## src/xio_cfg.svh

```systemverilog
/*
 * Constants of the eight-line asynchronous digital I/O port: register
 * indexes and byte addresses, field positions, reset values and widths.
 * Assumes it is included by bare name from the package and the modules.
 */
`ifndef XIO_CFG_SVH
`define XIO_CFG_SVH

// ==========================================================================
// Bus geometry
// ==========================================================================
`define XIO_ADDR_W 18
`define XIO_DATA_W 32

// ==========================================================================
// Register indexes; byte address is four times the index
// ==========================================================================
`define XIO_DIR_IDX 47100
`define XIO_DATA_IDX 47110
`define XIO_SCTL_IDX 47120
`define XIO_CAPL_IDX 47121
`define XIO_CAPC_IDX 47122
`define XIO_DIR_ADDR 18'(`XIO_DIR_IDX * 4)
`define XIO_DATA_ADDR 18'(`XIO_DATA_IDX * 4)
`define XIO_SCTL_ADDR 18'(`XIO_SCTL_IDX * 4)
`define XIO_CAPL_ADDR 18'(`XIO_CAPL_IDX * 4)
`define XIO_CAPC_ADDR 18'(`XIO_CAPC_IDX * 4)

// ==========================================================================
// Field positions and sizes
// ==========================================================================
`define XIO_LINES 8
`define XIO_GROUPS 2
`define XIO_GROUP_W 4
`define XIO_CNT_W 10
`define XIO_DIR_LOWER_BIT 0
`define XIO_DIR_UPPER_BIT 1
`define XIO_SCTL_LINECAP_BIT 0
`define XIO_SCTL_CNTCAP_BIT 1
`define XIO_CNT2_LSB 16

// ==========================================================================
// Special input roles (line numbers)
// ==========================================================================
`define XIO_REF_SECONDS_LINE 2
`define XIO_CNT1_COUNT_LINE 3
`define XIO_CNT2_COUNT_LINE 4
`define XIO_CNT1_CLEAR_LINE 5
`define XIO_CNT2_CLEAR_LINE 7

// ==========================================================================
// Reset values
// ==========================================================================
`define XIO_DIR_RESET 2'h0
`define XIO_LATCH_RESET 8'h00
`define XIO_SCTL_RESET 2'h0

`endif

```

## src/xio_pkg.sv

```systemverilog
/*
 * Types shared by the digital I/O port modules.
 * Assumes xio_cfg.svh is on the include path.
 */
`include "xio_cfg.svh"

package xio_pkg;

    // ======================================================================
    // Data types
    // ======================================================================
    typedef logic [`XIO_LINES-1:0] xio_lines_t; // One bit per line
    typedef logic [`XIO_CNT_W-1:0] xio_count_t; // Encoder counter value

    // Register selected by the current bus address
    typedef enum {
        XIO_SEL_DIR,
        XIO_SEL_DATA,
        XIO_SEL_SCTL,
        XIO_SEL_CAPL,
        XIO_SEL_CAPC,
        XIO_SEL_NONE
    } xio_sel_e;

endpackage

```

## src/xio_enc_counter.sv

```systemverilog
/*
 * One 10-bit incremental encoder counter: counts rising edges of its count
 * line and clears while its clear line is high.
 * Assumes count and clear lines are synchronous to clk.
 */
`timescale 1ns/1ps
`include "xio_cfg.svh"

module xio_enc_counter (
    input wire logic clk,
    input wire logic rst,
    input wire logic enable,
    input wire logic countLine,
    input wire logic clearLine,
    output xio_pkg::xio_count_t value
);

    // ======================================================================
    // Edge detect and count
    // ======================================================================
    logic countPrev_reg; // Count line one cycle back
    xio_pkg::xio_count_t value_reg; // Counter state
    xio_pkg::xio_count_t value_next; // Counter next value
    wire logic countRise = countLine & ~countPrev_reg; // Rising edge seen

    // Clear has priority so a held clear pins the counter at zero
    assign value_next = clearLine ? '0 :
                        countRise ? value_reg + 1'b1 : value_reg;
    assign value = value_reg;

    // Counter only runs while its sampling mode is enabled
    always_ff @(posedge clk or posedge rst) begin
        if (rst) begin
            countPrev_reg <= 1'b0;
            value_reg <= '0;
        end else begin
            countPrev_reg <= countLine;
            if (enable) begin
                value_reg <= value_next;
            end
        end
    end
endmodule // xio_enc_counter

```

## src/xio_port.sv

```systemverilog
/*
 * Eight-line asynchronous digital I/O port with APB register access,
 * per-group direction, output latch, pin readback, trigger-synchronous
 * line capture and two encoder counters captured on trigger.
 * Assumes pins and the trigger input are synchronous to clk (10 MHz) and
 * that the pin wire is resolved from xioOut/xioOe outside this module.
 */
// Decided for this implementation: the APB interface to the registers.
// Contract
// Eight lines in two four-line groups
// Direction bit 0 sets lower group output
// Direction bit 1 sets upper group output
// Software ORs group settings into one write
// Lines run under software control only
// Data read returns present pin levels
// Bit n is line n; upper bytes discarded
// Writes touch only output groups
// Lines 2,3,4,5,7 carry special input roles
// Software sets special-role groups to input
// Counters need both groups as inputs
// Reads return all eight bits unmasked
// Capture all lines on each trigger
// Capture two 10-bit counters on trigger
// Sampling modes need timestamp feature installed
// Both groups are inputs after reset
// Output latch drives group once switched
`timescale 1ns/1ps
`include "xio_cfg.svh"

module xio_port #(
    parameter bit TS_INSTALLED = 1'b1 // Timestamp feature fitted
) (
    input wire logic clk,
    input wire logic rst,
    // APB slave
    input wire logic psel,
    input wire logic penable,
    input wire logic pwrite,
    input wire logic [`XIO_ADDR_W-1:0] paddr,
    input wire logic [`XIO_DATA_W-1:0] pwdata,
    output logic [`XIO_DATA_W-1:0] prdata,
    output logic pready,
    output logic pslverr,
    // Lines
    input wire logic [`XIO_LINES-1:0] xioIn,
    output logic [`XIO_LINES-1:0] xioOut,
    output logic [`XIO_LINES-1:0] xioOe,
    // Trigger event from the acquisition side
    input wire logic trigEvent
);

    // ======================================================================
    // Address decode
    // ======================================================================
    // Full compare, so no alias lets a stray write land
    // Byte address is four times the register index
    xio_pkg::xio_sel_e sel; // Register addressed this cycle
    assign sel = (paddr == `XIO_DIR_ADDR) ? xio_pkg::XIO_SEL_DIR :
                 (paddr == `XIO_DATA_ADDR) ? xio_pkg::XIO_SEL_DATA :
                 (paddr == `XIO_SCTL_ADDR) ? xio_pkg::XIO_SEL_SCTL :
                 (paddr == `XIO_CAPL_ADDR) ? xio_pkg::XIO_SEL_CAPL :
                 (paddr == `XIO_CAPC_ADDR) ? xio_pkg::XIO_SEL_CAPC :
                 xio_pkg::XIO_SEL_NONE;

    // ======================================================================
    // Bus handshake
    // ======================================================================
    // One wait state: first access cycle loads prdata, second completes.
    // This keeps every bus output straight from a flop.
    // Costs one cycle per access; software never notices
    logic pready_reg; // Access completes this cycle
    logic pslverr_reg; // Error for the completing access
    logic [`XIO_DATA_W-1:0] prdata_reg; // Read data for the completing access
    wire logic accFirst = psel & penable & ~pready_reg; // Load answer
    wire logic accDone = psel & penable & pready_reg; // Transfer ends
    wire logic wrDone = accDone & pwrite; // Write takes effect
    wire logic unmapped = (sel == xio_pkg::XIO_SEL_NONE); // No register
    wire logic roTarget = (sel == xio_pkg::XIO_SEL_CAPL) |
                          (sel == xio_pkg::XIO_SEL_CAPC); // Read-only
    wire logic wrDir = wrDone & (sel == xio_pkg::XIO_SEL_DIR);
    wire logic wrData = wrDone & (sel == xio_pkg::XIO_SEL_DATA);
    wire logic wrSctl = wrDone & (sel == xio_pkg::XIO_SEL_SCTL);
    // Refused writes complete with pslverr and change nothing

    // ======================================================================
    // Register state
    // ======================================================================
    logic [`XIO_GROUPS-1:0] dirReg_reg; // Group direction, 1 = output
    xio_pkg::xio_lines_t latch_reg; // Output latch
    xio_pkg::xio_lines_t oe_reg; // Per-line drive enable
    xio_pkg::xio_lines_t pinSample_reg; // Sampled pin levels
    logic [1:0] sctl_reg; // Sampling mode enables
    xio_pkg::xio_lines_t capLines_reg; // Lines captured at trigger
    xio_pkg::xio_count_t capCnt1_reg; // Counter one at trigger
    xio_pkg::xio_count_t capCnt2_reg; // Counter two at trigger
    xio_pkg::xio_count_t cnt1Value; // Live counter one
    xio_pkg::xio_count_t cnt2Value; // Live counter two

    // Modes exist only when the timestamp feature is fitted
    // Without it only plain register access is offered
    wire logic lineCapEn = TS_INSTALLED & sctl_reg[`XIO_SCTL_LINECAP_BIT];
    wire logic cntCapEn = TS_INSTALLED & sctl_reg[`XIO_SCTL_CNTCAP_BIT];

    // ======================================================================
    // Read mux
    // ======================================================================
    logic [`XIO_DATA_W-1:0] rdMux; // Read value for current address
    wire logic [`XIO_DATA_W-1:0] capcWord =
        {6'h00, capCnt2_reg, 6'h00, capCnt1_reg}; // Counters side by side
    // All eight bits returned, special-role lines included
    // Software masks special-role bits itself
    // Unmapped reads answer zero with the error
    assign rdMux = (sel == xio_pkg::XIO_SEL_DIR) ? {30'h0, dirReg_reg} :
                   (sel == xio_pkg::XIO_SEL_DATA) ? {24'h0, pinSample_reg} :
                   (sel == xio_pkg::XIO_SEL_SCTL) ? {30'h0, sctl_reg} :
                   (sel == xio_pkg::XIO_SEL_CAPL) ? {24'h0, capLines_reg} :
                   (sel == xio_pkg::XIO_SEL_CAPC) ? capcWord :
                   32'h0000_0000;

    // ======================================================================
    // APB answer flops
    // ======================================================================
    // Answer is latched in the first access cycle and held to completion
    // prdata keeps its value after; only pready marks it valid
    always_ff @(posedge clk or posedge rst) begin
        if (rst) begin
            pready_reg <= 1'b0;
            pslverr_reg <= 1'b0;
            prdata_reg <= 32'h0000_0000;
        end else begin
            pready_reg <= accFirst;
            if (accFirst) begin
                pslverr_reg <= unmapped | (pwrite & roTarget);
                prdata_reg <= pwrite ? 32'h0000_0000 : rdMux;
            end else if (accDone) begin
                pslverr_reg <= 1'b0;
            end
        end
    end

    assign prdata = prdata_reg;
    assign pready = pready_reg;
    assign pslverr = pslverr_reg;

    // ======================================================================
    // Direction and sampling control
    // ======================================================================
    // Reset leaves both groups input, so nothing drives until told to
    // Only bits 1:0 are kept; higher bits read back as zero
    // Sampling enables are dead when the feature is absent
    always_ff @(posedge clk or posedge rst) begin
        if (rst) begin
            dirReg_reg <= `XIO_DIR_RESET;
            sctl_reg <= `XIO_SCTL_RESET;
        end else begin
            if (wrDir) begin
                dirReg_reg[`XIO_DIR_LOWER_BIT] <= pwdata[`XIO_DIR_LOWER_BIT];
                dirReg_reg[`XIO_DIR_UPPER_BIT] <= pwdata[`XIO_DIR_UPPER_BIT];
            end
            if (wrSctl) begin
                sctl_reg <= pwdata[1:0];
            end
        end
    end

    // ======================================================================
    // Per-group latch and drive enable
    // ======================================================================
    // Each group is buffered on its own; bits 8..31 never reach a group
    // Enable follows a direction write on the same edge,
    // so direction and enable never disagree for a cycle
    genvar g;
    generate
        for (g = 0; g < `XIO_GROUPS; g++) begin : gGroup
            localparam int LSB = g * `XIO_GROUP_W;
            // Writes only land in groups that are outputs; the latch keeps
            // its value so a later switch to output drives it at once
            wire logic grpOut = dirReg_reg[g];
            wire logic dirNext = wrDir ? pwdata[g] : grpOut;
            always_ff @(posedge clk or posedge rst) begin
                if (rst) begin
                    latch_reg[LSB +: `XIO_GROUP_W] <= 4'(`XIO_LATCH_RESET >> LSB);
                    oe_reg[LSB +: `XIO_GROUP_W] <= 4'h0;
                end else begin
                    if (wrData && grpOut) begin
                        latch_reg[LSB +: `XIO_GROUP_W] <=
                            pwdata[LSB +: `XIO_GROUP_W];
                    end
                    oe_reg[LSB +: `XIO_GROUP_W] <= {`XIO_GROUP_W{dirNext}};
                end
            end
        end
    endgenerate

    assign xioOut = latch_reg;
    assign xioOe = oe_reg;

    // ======================================================================
    // Pin sampling and trigger capture
    // ======================================================================
    // Pins are sampled every cycle with no link to the sampling clock, so
    // a read sees output lines too, reflecting the pattern being driven
    // Capture ignores direction: outputs are captured as driven
    // A read shows the level sampled before the first access
    always_ff @(posedge clk or posedge rst) begin
        if (rst) begin
            pinSample_reg <= 8'h00;
            capLines_reg <= 8'h00;
            capCnt1_reg <= 10'h000;
            capCnt2_reg <= 10'h000;
        end else begin
            pinSample_reg <= xioIn;
            if (trigEvent && lineCapEn) begin
                capLines_reg <= xioIn;
            end
            if (trigEvent && cntCapEn) begin
                capCnt1_reg <= cnt1Value;
                capCnt2_reg <= cnt2Value;
            end
        end
    end

    // ======================================================================
    // Encoder counters
    // ======================================================================
    // Line 2 is the reference-seconds input; it is consumed by the
    // timestamp engine outside, so here it only appears in reads.
    // The counters assume software left both groups as inputs.
    // An output group would feed the driven pattern instead
    // One shared enable starts and stops both together
    xio_enc_counter u_cnt1 (
        .clk(clk),
        .rst(rst),
        .enable(cntCapEn),
        .countLine(xioIn[`XIO_CNT1_COUNT_LINE]),
        .clearLine(xioIn[`XIO_CNT1_CLEAR_LINE]),
        .value(cnt1Value)
    );

    xio_enc_counter u_cnt2 (
        .clk(clk),
        .rst(rst),
        .enable(cntCapEn),
        .countLine(xioIn[`XIO_CNT2_COUNT_LINE]),
        .clearLine(xioIn[`XIO_CNT2_CLEAR_LINE]),
        .value(cnt2Value)
    );
endmodule // xio_port

```

## config.mk

```make
export PLATFORM = sky130hd
export DESIGN_NAME = xio_port
export DESIGN_NICKNAME = d
export VERILOG_FILES = /design/src/xio_pkg.sv /design/src/xio_enc_counter.sv /design/src/xio_port.sv
export VERILOG_INCLUDE_DIRS = /design/src
export SDC_FILE = /design/constraint.sdc
export NUM_CORES = 1
export LEC_CHECK = 0
export BUFFER_PORTS_ARGS = -buffer_cell sky130_fd_sc_hd__buf_2
export CAP_MARGIN = 10
export CORE_ASPECT_RATIO = 0.75
export CORE_UTILIZATION = 35
export DETAILED_ROUTE_END_ITERATION = 8
export GPL_TIMING_DRIVEN = 1
export PLACE_DENSITY = 0.55
export SLEW_MARGIN = 25
export SYNTH_ARGS = -nofsm -noshare
export SYNTH_HDL_FRONTEND = slang
export SYNTH_SLANG_ARGS = --single-unit
```

## constraint.sdc

```tcl
create_clock -name clk -period 4.5 [get_ports clk]
set_clock_uncertainty 0.05 [all_clocks]
set_input_delay 1.35 -clock clk [delete_from_list [all_inputs] [get_ports clk]]
set_output_delay 1.35 -clock clk [all_outputs]
set_load 0.005 [all_outputs]
```

# Yosys cells after proc, flatten, opt, wreduce, memory -nomap -nowiden
# Index checks and enable logic that the tools add are counted.
[word_totals]
reg_bits = 106
in_bits = 64
out_inout_bits = 50
wordCells = 73
[op_classes]
add_sub_neg = 2
eq_ne = 10
n_mux = 19
n_bitwise = 15
n_reduce_logical = 10
[op_table]
columns = ["operator", "n"]
rows = [
  ["2-to-1 mux 26 bit", 6],
  ["== test 18 bit, second input constant", 5],
  ["2-to-1 mux 10 bit", 4],
  ["logical NOT 32 bit", 1],
  ["adder 10 x 1 -> 10 bit, second input constant", 2],
  ["2-to-1 mux 3 bit", 4],
  ["AND 1 bit", 10],
  ["== test 3 x 2 -> 1 bit, second input constant", 2],
  ["== test 3 bit, second input constant", 2],
  ["nonzero test 2 bit", 3],
  ["2-to-1 mux 1 bit", 5],
  ["logical AND 1 bit", 4],
  ["AND reduction 2 bit", 2],
  ["== test 3 x 1 -> 1 bit, second input constant", 1],
  ["inverter 1 bit", 3],
  ["OR 1 bit", 2],
]

# Longest topological paths before layout
# Gate-level depths: netlist (run 1).
[depth]
word_depth = 13
ltp_mapped = 6
ltp_nobuf = 5

# Cells and area by module
# Synthesis (run 1) repeated with hierarchy kept, for this count alone.
[hier_totals]
cells_unflattened = 353
area_unflattened_um2 = 4240.3
[modules_own_cells]
columns = ["mod", "n_inst", "cells_per_inst", "area_each_um2", "seq_area_each_um2"]
rows = [
  ["xio_port", 1, 241, 3121.7, 1801.7],
  ["xio_enc_counter", 2, 56, 559.3, 275.3],
]

# Worst setup path after synthesis (run 1)
# No wires, ideal clock.
[synth_path]
kind = "input to register"
from = "input paddr[9]"
to = "register sctl_reg[0]"
setup_time_ns = 0.128
arrival_time_ns = 2.809
required_time_ns = 4.322
slack_ns = 1.513
cell_stages = 5
n_path_buf = 0
path_cell_list = "nor4b_4 nand4_4 or4_4 nor3_4 mux2_1"
[synth_between]
elab_chain_cells = 8
elab_cells_between_ends = 12
classes_between = "eq/ne (6); mux (5); bitwise (1)"
[synth_rtl]
columns = ["element", "line", "rtl"]
rows = [
  ["start, declared", "xio_port.sv:39", "input wire logic [`XIO_ADDR_W-1:0] paddr,"],
  ["== test 18 bit (no line)", "n/a", ""],
  ["2-to-1 mux 1 bit", "xio_port.sv:62", "(paddr == `XIO_CAPC_ADDR) ? xio_pkg::XIO_SEL_CAPC :"],
  ["2-to-1 mux 3 bit", "xio_port.sv:61", "(paddr == `XIO_CAPL_ADDR) ? xio_pkg::XIO_SEL_CAPL :"],
  ["2-to-1 mux 3 bit", "xio_port.sv:60", "(paddr == `XIO_SCTL_ADDR) ? xio_pkg::XIO_SEL_SCTL :"],
  ["2-to-1 mux 3 bit", "xio_port.sv:59", "(paddr == `XIO_DATA_ADDR) ? xio_pkg::XIO_SEL_DATA :"],
  ["2-to-1 mux 3 bit (*)", "xio_port.sv:58", "assign sel = (paddr == `XIO_DIR_ADDR) ? xio_pkg::XIO_SEL_DIR :"],
  ["== test 3 x 2 -> 1 bit (*)", "xio_port.sv:82", "wire logic wrSctl = wrDone & (sel == xio_pkg::XIO_SEL_SCTL);"],
  ["AND 1 bit (*)", "xio_port.sv:82", ""],
  ["end signal, assigned", "xio_port.sv:154", "sctl_reg <= `XIO_SCTL_RESET;"],
  ["end signal, assigned", "xio_port.sv:161", "sctl_reg <= pwdata[1:0];"],
  ["end, declared", "xio_port.sv:92", "logic [1:0] sctl_reg;"],
]
# Mark *: on every way between the ends. The rest lies on a longest branch, timed or not.
# A chain may end at the register's enable or synchronous reset.

# Final worst setup path (run 1)
[layout_path]
from = "input paddr[1]"
to = "register sctl_reg[0]"
# Same word-level chain as after synthesis.

==> flow_results.xml, run 1 <==
<?xml version="1.0" encoding="UTF-8"?>
<metrics>
  <group name="outcome">
    <metric name="outcome" unit="">finished, final reports clean</metric>
  </group>
  <group name="clocking">
    <metric name="setup_bufs_post_cts" unit="">0</metric>
    <metric name="clockBufferDepth" unit="">2</metric>
    <metric name="cts_hold_repair.buffers" unit="">0</metric>
    <metric name="num_cts_buffers" unit="">9</metric>
    <metric name="cts_tree" unit="">yes</metric>
    <metric name="cts.sinks" unit="">92</metric>
    <metric name="cts_resized" unit="">0</metric>
    <metric name="clk_root_buffer_cell" unit="">clkbuf_16</metric>
    <metric name="worst_skew_pair.late_latency" unit="ps">340</metric>
    <metric name="cts-htree-levels" unit="">3</metric>
    <metric name="worst_setup_hold_path_clk_slew" unit="ps">60</metric>
  </group>
  <group name="power">
    <metric name="irDropWorstVdd" unit="mV">0.218</metric>
    <metric name="power_leakage" unit="nW">2.37</metric>
    <metric name="cellPowerDensity" unit="nW/um^2">347</metric>
  </group>
  <group name="routing">
    <metric name="via_count" unit="">2819</metric>
    <metric name="detail_route.wirelength.met1" unit="mm">4.15</metric>
    <metric name="met2_layer_wire_length_in_the_routed_design" unit="mm">3.65</metric>
    <metric name="final_wl" unit="mm">8.41</metric>
    <metric name="vias_per_cell" unit="">5.02</metric>
    <metric name="met3_wirelength" unit="um">495</metric>
    <metric name="routedWlPerCell" unit="um">15.0</metric>
    <metric name="number_of_remaining_drc_errors" unit="">0</metric>
    <metric name="dr.max_layer_used" unit="">met4</metric>
    <metric name="initialDrtViolationCount" unit="">115</metric>
    <metric name="antenna_nets_post_route" unit="">0</metric>
    <metric name="drt_pass1_iterations" unit="">4</metric>
  </group>
  <group name="synthesis">
    <metric name="synth.most_common_cell" unit="">dfrtp_1</metric>
    <metric name="synth_mux_area_share" unit="%">9.38</metric>
    <metric name="synth_compound_gate_area_share" unit="%">12.0</metric>
    <metric name="synth.area.top_cells" unit="">dfrtp_1, mux2_2, buf_4, mux2_1, a22o_1</metric>
    <metric name="share_of_flip_flops_with_an_asynchronous_set_or_reset_after_synthesis" unit="%">100</metric>
    <metric name="basic_gate_share_of_the_synthesized_area_counting_and_or_nand_and_nor_cells" unit="%">14.1</metric>
    <metric name="synthesized_area_fraction_occupied_by_adder_cells" unit="%">0.613</metric>
    <metric name="area_of_the_mapped_netlist" unit="sq um">4080</metric>
    <metric name="dominantRegCellSynth" unit="">dfrtp_1</metric>
    <metric name="main_combinational_cell_family_by_area_after_synthesis" unit="">simple AND/OR/NAND/NOR gates</metric>
    <metric name="postSynthRegisterBits" unit="">92</metric>
    <metric name="synth_edf_count" unit="">0</metric>
    <metric name="synth-seq-area-share" unit="%">56.4</metric>
    <metric name="synth_common_cells" unit="">dfrtp_1, nand2_1, mux2_2</metric>
    <metric name="yosysWarningCount" unit="">0</metric>
    <metric name="netlist-cell-type-count" unit="">43</metric>
    <metric name="parity_gate_share_of_the_synthesized_area_counting_xor_and_xnor_cells" unit="%">1.93</metric>
    <metric name="synth.avg_cell_area" unit="sq um">11.9</metric>
    <metric name="syn-instance-count" unit="">343</metric>
    <metric name="leading_area_contributor_after_synthesis" unit="">dfrtp_1</metric>
    <metric name="synth_top_cell_area_share" unit="%">56.4</metric>
  </group>
  <group name="critical_path">
    <metric name="timing.critical_path.to_type" unit="">register</metric>
    <metric name="path_buf_inv" unit="">1</metric>
    <metric name="cp-endpoint" unit="">sctl_reg[0]$_DFFE_PP0P_</metric>
    <metric name="worst_path_largest_cell_delay" unit="ps">480</metric>
    <metric name="worst-endpoint-required" unit="ps">4680</metric>
    <metric name="cp_num_cells" unit="">6</metric>
    <metric name="critPathSlowestCell" unit="">or4_4</metric>
    <metric name="r2r-start" unit="">sctl_reg[1]$_DFFE_PP0P_</metric>
    <metric name="r2r_cells" unit="">2</metric>
    <metric name="setup.worst_path.start_class" unit="">input pin</metric>
    <metric name="ff2ff_setup_slack" unit="ps">2450</metric>
    <metric name="r2r_path_end" unit="">capCnt2_reg[9]$_DFFE_PP0P_</metric>
    <metric name="crit_start" unit="">paddr[1]</metric>
    <metric name="cp.arrival" unit="ps">3020</metric>
    <metric name="critical_path_peak_fanout" unit="">5</metric>
    <metric name="timing.setup.critical_path_class" unit="">input pin to register</metric>
    <metric name="timing.critical_path.max_delay_family" unit="">simple AND/OR/NAND/NOR gates</metric>
    <metric name="worstPathCellList" unit="">buf_2 -&gt; nor4b_4 -&gt; nand4_1 -&gt; or4_4 -&gt; nor3_4 -&gt; mux2_1</metric>
  </group>
  <group name="floorplanning">
    <metric name="core_region_area" unit="sq um">11100</metric>
    <metric name="rows" unit="">33</metric>
    <metric name="die_h" unit="um">95.5</metric>
    <metric name="dieWidth" unit="um">127</metric>
    <metric name="die_outline_area" unit="sq um">12100</metric>
    <metric name="io_pins" unit="">114</metric>
    <metric name="initial_utilization" unit="%">36.6</metric>
  </group>
  <group name="placement">
    <metric name="buffer_ports.inserted" unit="">77</metric>
    <metric name="gpl.final_weighted_congestion" unit="">0.781</metric>
    <metric name="dp_hpwl" unit="mm">5.93</metric>
    <metric name="placed_area" unit="sq um">4540</metric>
  </group>
  <group name="finish">
    <metric name="antenna_cells_inserted" unit="">0</metric>
    <metric name="num-fill-cells" unit="">1040</metric>
    <metric name="largest_register_ffs" unit="">20</metric>
    <metric name="area_added_between_synthesis_and_finish" unit="%">19.0</metric>
    <metric name="nets" unit="">483</metric>
    <metric name="finalInstanceArea" unit="sq um">4860</metric>
    <metric name="final_layout_size_suffix_gt1_share" unit="%">31.0</metric>
  </group>
  <group name="global_routing">
    <metric name="grt_antenna_before_repair" unit="">0</metric>
    <metric name="grt_start_max_net_pins" unit="">50</metric>
    <metric name="groute.usage.overall" unit="%">15.1</metric>
    <metric name="grt_first_pass_wirelength" unit="mm">13.6</metric>
    <metric name="globalRouteOverflowTotal" unit="">0</metric>
    <metric name="first_global_vias" unit="">2677</metric>
  </group>
  <group name="worst_hold_path">
    <metric name="hold_class" unit="">register to register</metric>
  </group>
  <group name="sta">
    <metric name="max_clock_freq" unit="MHz">352</metric>
    <metric name="finalHoldViolCount" unit="">0</metric>
    <metric name="max_slew_margin" unit="%">32.2</metric>
    <metric name="tightestPinTransition" unit="ps">1010</metric>
    <metric name="setup_tns_after_final_layout" unit="ps">0</metric>
    <metric name="period_minus_slack" unit="ps">2840</metric>
    <metric name="rsz0062_at_grt" unit="">false</metric>
    <metric name="period_share" unit="%">63.1</metric>
    <metric name="max_slew_violation_count" unit="">0</metric>
    <metric name="finalSetupViolations" unit="">0</metric>
  </group>
  <group name="flow_run">
    <metric name="maxCapViolations" unit="">0</metric>
  </group>
</metrics>
## cells by family (layout without fill, tap and decap cells)
kind of cell	after synthesis	count (layout)
mux	34	34
xor+xnor	9	9
buf+inv	40	108
compound gates	74	74
other cells	1	12
simple gates	91	91
fa+ha+maj	2	2
flops	92	92
## worst register-to-register path, delay by kind of cell (launching register included)
family	cells	cell delay, ps
and+or+nand+nor	1	730
muxes	1	530
DFF	1	630
## power breakdown
part           internal (mW)  switching [mW]  total (mW)
logic                 0.0229          0.0472      0.0701
clock network          0.462           0.318       0.779
registers              0.832         0.00273       0.835
total                   1.32           0.368        1.68
## worst min path at each step
stage	slack (ps)	cells past startpoint	start	end
2_1_floorplan	400	2	capCnt1_reg[3]$_DFFE_PP0P_	capCnt1_reg[3]$_DFFE_PP0P_
4_1_cts	440	1	xioOut[5]$_DFFE_PP0P_	xioOut[5]$_DFFE_PP0P_
3_3_place_gp	420	1	xioOut[5]$_DFFE_PP0P_	xioOut[5]$_DFFE_PP0P_
5_1_grt	460	1	xioOut[6]$_DFFE_PP0P_	xioOut[6]$_DFFE_PP0P_
6_report	440	1	xioOut[0]$_DFFE_PP0P_	xioOut[0]$_DFFE_PP0P_
3_5_place_dp	430	1	capCnt1_reg[9]$_DFFE_PP0P_	prdata[9]$_DFFE_PP0P_
## per-stage QoR
stage | worst slack [ps] | total power [mW] | hold slack [ps] | utilization, % | instances
CTS | 1660 | 1.71 | 441 | 43.6 | 562
detailed placement | 1300 | 0.923 | 426 | 40.8 | 546
floorplan | 708 | 0.889 | 401 | - | 354
global placement | 1310 | 0.921 | 418 | 40.8 | 546
global route | 1560 | 1.75 | 455 | 43.6 | 562
finish | 1660 | 1.68 | 435 | 43.6 | 562
## routing by layer
metal / GRT usage, % / vias up
met3: 4.55 / 10
met4: 5.65 / 0
met5: 0 / -
met1: 20.6 / 1365
met2: 22.8 / 78
li1: - / 1366
## cell usage in the layout, fill, tap and decap left out, drive strengths merged, types with 2 or more instances in the layout
master     n
nand2     26
ha         2
nor4       3
nand4      5
a22o      13
a2bb2oi    2
a21oi     12
a22oi      8
o21ai     27
nor3      11
or4        2
and2       3
inv       11
dfrtp     92
nor2      13
mux2      34
nor4b      3
buf       81
o2111ai    3
clkinvlp   2
nand2b     3
or3        8
nor2b      2
nand3b     2
a32oi      8
clkbuf    11
conb      12
nand3      6
clkinv     2
xnor2      9
## cell type report
cell class              count  area, sq um  share of cell area, %
flip-flops and latches     92         2300                   47.4
multi-input cells         222         1600                   32.9
repair buffers             81          428                   8.81
clock buffers              11          253                   5.20
well taps                 140          175                   3.61
clock inverters             5         58.8                   1.21
inverters                  11         42.5                  0.876
No activity file was read; power rests on OpenSTA's default activity.
==> run 2: changes to the inputs <==
Settings changed: ABC_AREA set to 1.
Clock period 4.5 ns to 2.8 ns, I/O delays scaled along.
==> flow_results.xml, run 2 <==
<?xml version="1.0" encoding="UTF-8"?>
<metrics>
  <group name="synthesis">
    <metric name="synth_top_cell_area_share" unit="%">52.3</metric>
    <metric name="synth.avg_cell_area" unit="sq um">8.56</metric>
    <metric name="synth_common_cells" unit="">nand2_1, dfrtp_1, inv_1</metric>
    <metric name="synth.area.top_cells" unit="">dfrtp_1, nand2_1, inv_1, o21ai_0, nand3_1</metric>
    <metric name="dominantRegCellSynth" unit="">dfrtp_1</metric>
    <metric name="postSynthRegisterBits" unit="">92</metric>
    <metric name="netlist-cell-type-count" unit="">35</metric>
    <metric name="synth-seq-area-share" unit="%">52.3</metric>
    <metric name="synth.most_common_cell" unit="">nand2_1</metric>
    <metric name="synth_edf_count" unit="">0</metric>
    <metric name="leading_area_contributor_after_synthesis" unit="">dfrtp_1</metric>
    <metric name="area_of_the_mapped_netlist" unit="sq um">4400</metric>
    <metric name="yosysWarningCount" unit="">0</metric>
    <metric name="share_of_flip_flops_with_an_asynchronous_set_or_reset_after_synthesis" unit="%">100</metric>
    <metric name="syn-instance-count" unit="">514</metric>
  </group>
  <group name="sta">
    <metric name="finalHoldWorstSlack" unit="ps">423</metric>
    <metric name="period_minus_slack" unit="ps">2080</metric>
    <metric name="setup_tns_after_final_layout" unit="ps">0</metric>
    <metric name="max_slew_margin" unit="%">60.4</metric>
    <metric name="max_clock_freq" unit="MHz">480</metric>
    <metric name="rsz0062_at_grt" unit="">false</metric>
    <metric name="finalHoldViolCount" unit="">0</metric>
    <metric name="finalSetupViolations" unit="">0</metric>
    <metric name="period_share" unit="%">74.4</metric>
    <metric name="max_slew_violation_count" unit="">0</metric>
    <metric name="tightestPinTransition" unit="ps">593</metric>
  </group>
  <group name="power">
    <metric name="irDropWorstVdd" unit="mV">0.292</metric>
    <metric name="power_leakage" unit="nW">2.76</metric>
    <metric name="cellPowerDensity" unit="nW/um^2">520</metric>
  </group>
  <group name="routing">
    <metric name="via_count" unit="">3595</metric>
    <metric name="vias_per_cell" unit="">4.71</metric>
    <metric name="routedWlPerCell" unit="um">12.9</metric>
    <metric name="drt_pass1_iterations" unit="">4</metric>
    <metric name="number_of_remaining_drc_errors" unit="">0</metric>
    <metric name="initialDrtViolationCount" unit="">122</metric>
    <metric name="antenna_nets_post_route" unit="">0</metric>
    <metric name="final_wl" unit="mm">9.89</metric>
  </group>
  <group name="clocking">
    <metric name="cts_hold_repair.buffers" unit="">0</metric>
    <metric name="clk_root_buffer_cell" unit="">clkbuf_16</metric>
    <metric name="cts-htree-levels" unit="">3</metric>
    <metric name="worst_setup_hold_path_clk_slew" unit="ps">60</metric>
    <metric name="cts.sinks" unit="">92</metric>
    <metric name="num_cts_buffers" unit="">9</metric>
    <metric name="setup_bufs_post_cts" unit="">0</metric>
    <metric name="clockBufferDepth" unit="">2</metric>
    <metric name="cts_resized" unit="">0</metric>
    <metric name="worst_skew_pair.late_latency" unit="ps">340</metric>
    <metric name="cts_tree" unit="">yes</metric>
  </group>
  <group name="finish">
    <metric name="mostFrequentLayoutCells" unit="">nand2_1, dfrtp_1, buf_2</metric>
    <metric name="antenna_cells_inserted" unit="">0</metric>
    <metric name="largest_register_ffs" unit="">20</metric>
    <metric name="area_added_between_synthesis_and_finish" unit="%">18.7</metric>
    <metric name="nets" unit="">659</metric>
    <metric name="layout_commonest_cell" unit="">nand2_1</metric>
    <metric name="final_layout_size_suffix_gt1_share" unit="%">22.1</metric>
  </group>
  <group name="placement">
    <metric name="dp_hpwl" unit="mm">7.32</metric>
    <metric name="gpl.final_weighted_congestion" unit="">0.869</metric>
    <metric name="buffer_ports.inserted" unit="">77</metric>
  </group>
  <group name="critical_path">
    <metric name="setup.worst_path.start_class" unit="">input pin</metric>
    <metric name="critical_path_peak_fanout" unit="">18</metric>
    <metric name="cp.arrival" unit="ps">2310</metric>
    <metric name="timing.setup.critical_path_class" unit="">input pin to register</metric>
    <metric name="timing.critical_path.to_type" unit="">register</metric>
    <metric name="worst-endpoint-required" unit="ps">3030</metric>
  </group>
  <group name="floorplanning">
    <metric name="core_region_area" unit="sq um">12300</metric>
    <metric name="dieWidth" unit="um">131</metric>
    <metric name="io_pins" unit="">114</metric>
    <metric name="die_outline_area" unit="sq um">13000</metric>
    <metric name="rows" unit="">35</metric>
    <metric name="die_h" unit="um">99.1</metric>
    <metric name="initial_utilization" unit="%">35.9</metric>
  </group>
  <group name="outcome">
    <metric name="outcome" unit="">finished, final reports clean</metric>
  </group>
  <group name="flow_run">
    <metric name="maxCapViolations" unit="">0</metric>
  </group>
  <group name="global_routing">
    <metric name="grt_antenna_before_repair" unit="">0</metric>
    <metric name="grt_first_pass_wirelength" unit="mm">17.1</metric>
    <metric name="groute.usage.overall" unit="%">16.6</metric>
    <metric name="first_global_vias" unit="">3567</metric>
    <metric name="globalRouteOverflowTotal" unit="">0</metric>
    <metric name="grt_start_max_net_pins" unit="">41</metric>
  </group>
  <group name="worst_hold_path">
    <metric name="hold_class" unit="">register to register</metric>
  </group>
</metrics>
run 2: cell count changes in the layout (fill, tap and decap cells not counted), moves of 9 or more:
| cell | previous run | this run |
|---|---|---|
| mux2_1 | 12 | 0 |
| inv_1 | 9 | 58 |
| nand3_1 | 5 | 35 |
| nand2_1 | 26 | 143 |
| o21ai_1 | 10 | 1 |
| xnor2_1 | 9 | 0 |
| a22o_1 | 13 | 0 |
| o21ai_0 | 17 | 39 |
| mux2_2 | 22 | 6 |
| nor2_1 | 13 | 27 |
run 2: metrics by stage:
| stage | instances | power [mW] | cell area (sq um) | setup WS (ps) | utilization [%] |
|---|---|---|---|---|---|
| 2_1_floorplan | 525 | 1.46 | 4450 | 832 | - |
| 5_1_grt | 764 | 2.82 | 5220 | 514 | 42.6 |
| 3_5_place_dp | 748 | 1.52 | 4920 | 347 | 40.1 |
| 6_report | 764 | 2.72 | 5220 | 718 | 42.6 |
| 3_3_place_gp | 748 | 1.52 | 4920 | 390 | 40.1 |
| 4_1_cts | 764 | 2.76 | 5220 | 717 | 42.6 |
run 2: final cells by class:
class                      count  area [sq um]
clock buffer                  10           239
tap                          166           208
timing repair buffer          84           450
fill                        1273          7040
multi-input combinational    342          1710
clock inverter                 6          63.8
inverter                      64           246
sequential                    92          2300
run 2: routing by layer:
metal	vias to the layer above	wire length, um	track usage (%)
li1	1803	-	-
met2	91	4360	26.2
met3	12	448	4.08
met1	1689	4960	22.6
met4	0	116	5.46
met5	-	0	0
run 2: final timing paths:
path	start	to	slack [ps]	cells past startpoint
worst min-delay path	prdata[23]$_DFFE_PP0P_	prdata[23]$_DFFE_PP0P_	420	2
worst max register to register	pinSample_reg[4]$_DFF_PP0_	u_cnt2.value[6]$_DFFE_PP0P_	1070	8
min in group asynchronous	rst	pinSample_reg[5]$_DFF_PP0_	510	2
worst max-delay path	paddr[16]	prdata[7]$_DFFE_PP0P_	720	12
max in group asynchronous	rst	prdata[18]$_DFFE_PP0P_	1620	3
worst min register to register	prdata[23]$_DFFE_PP0P_	prdata[23]$_DFFE_PP0P_	420	2
run 2: critical path, stage by stage:
cell and delay, ps:
buf_2 90, inv_1 40, nand2_1 120, nor2_2 150, nand2_2 90, nor2_2 150, nand2_2 80, nor2_4 380
nand2_1 100, nand3_1 90, nand2_1 100, nand2_1 90
run 2: kinds of logic after synthesis:
group | Yosys count | synth area share (%)
adders and majority gates | 2 | 0.569
buffers and inverters | 91 | 9.70
xor gates and xnor gates | 1 | 0.199
AOI/OAI and AO/OA | 62 | 7.62
and+or+nand+nor | 259 | 28.0
DFF | 92 | 52.3
muxes | 6 | 1.54
other | 1 | 0.0852
run 2: report_power, final:
| group | internal, mW | total [mW] | switching, mW |
|---|---|---|---|
| logic | 0.0433 | 0.142 | 0.0991 |
| clock network | 0.714 | 1.22 | 0.508 |
| registers | 1.34 | 1.35 | 0.00709 |
| total | 2.10 | 2.72 | 0.614 |
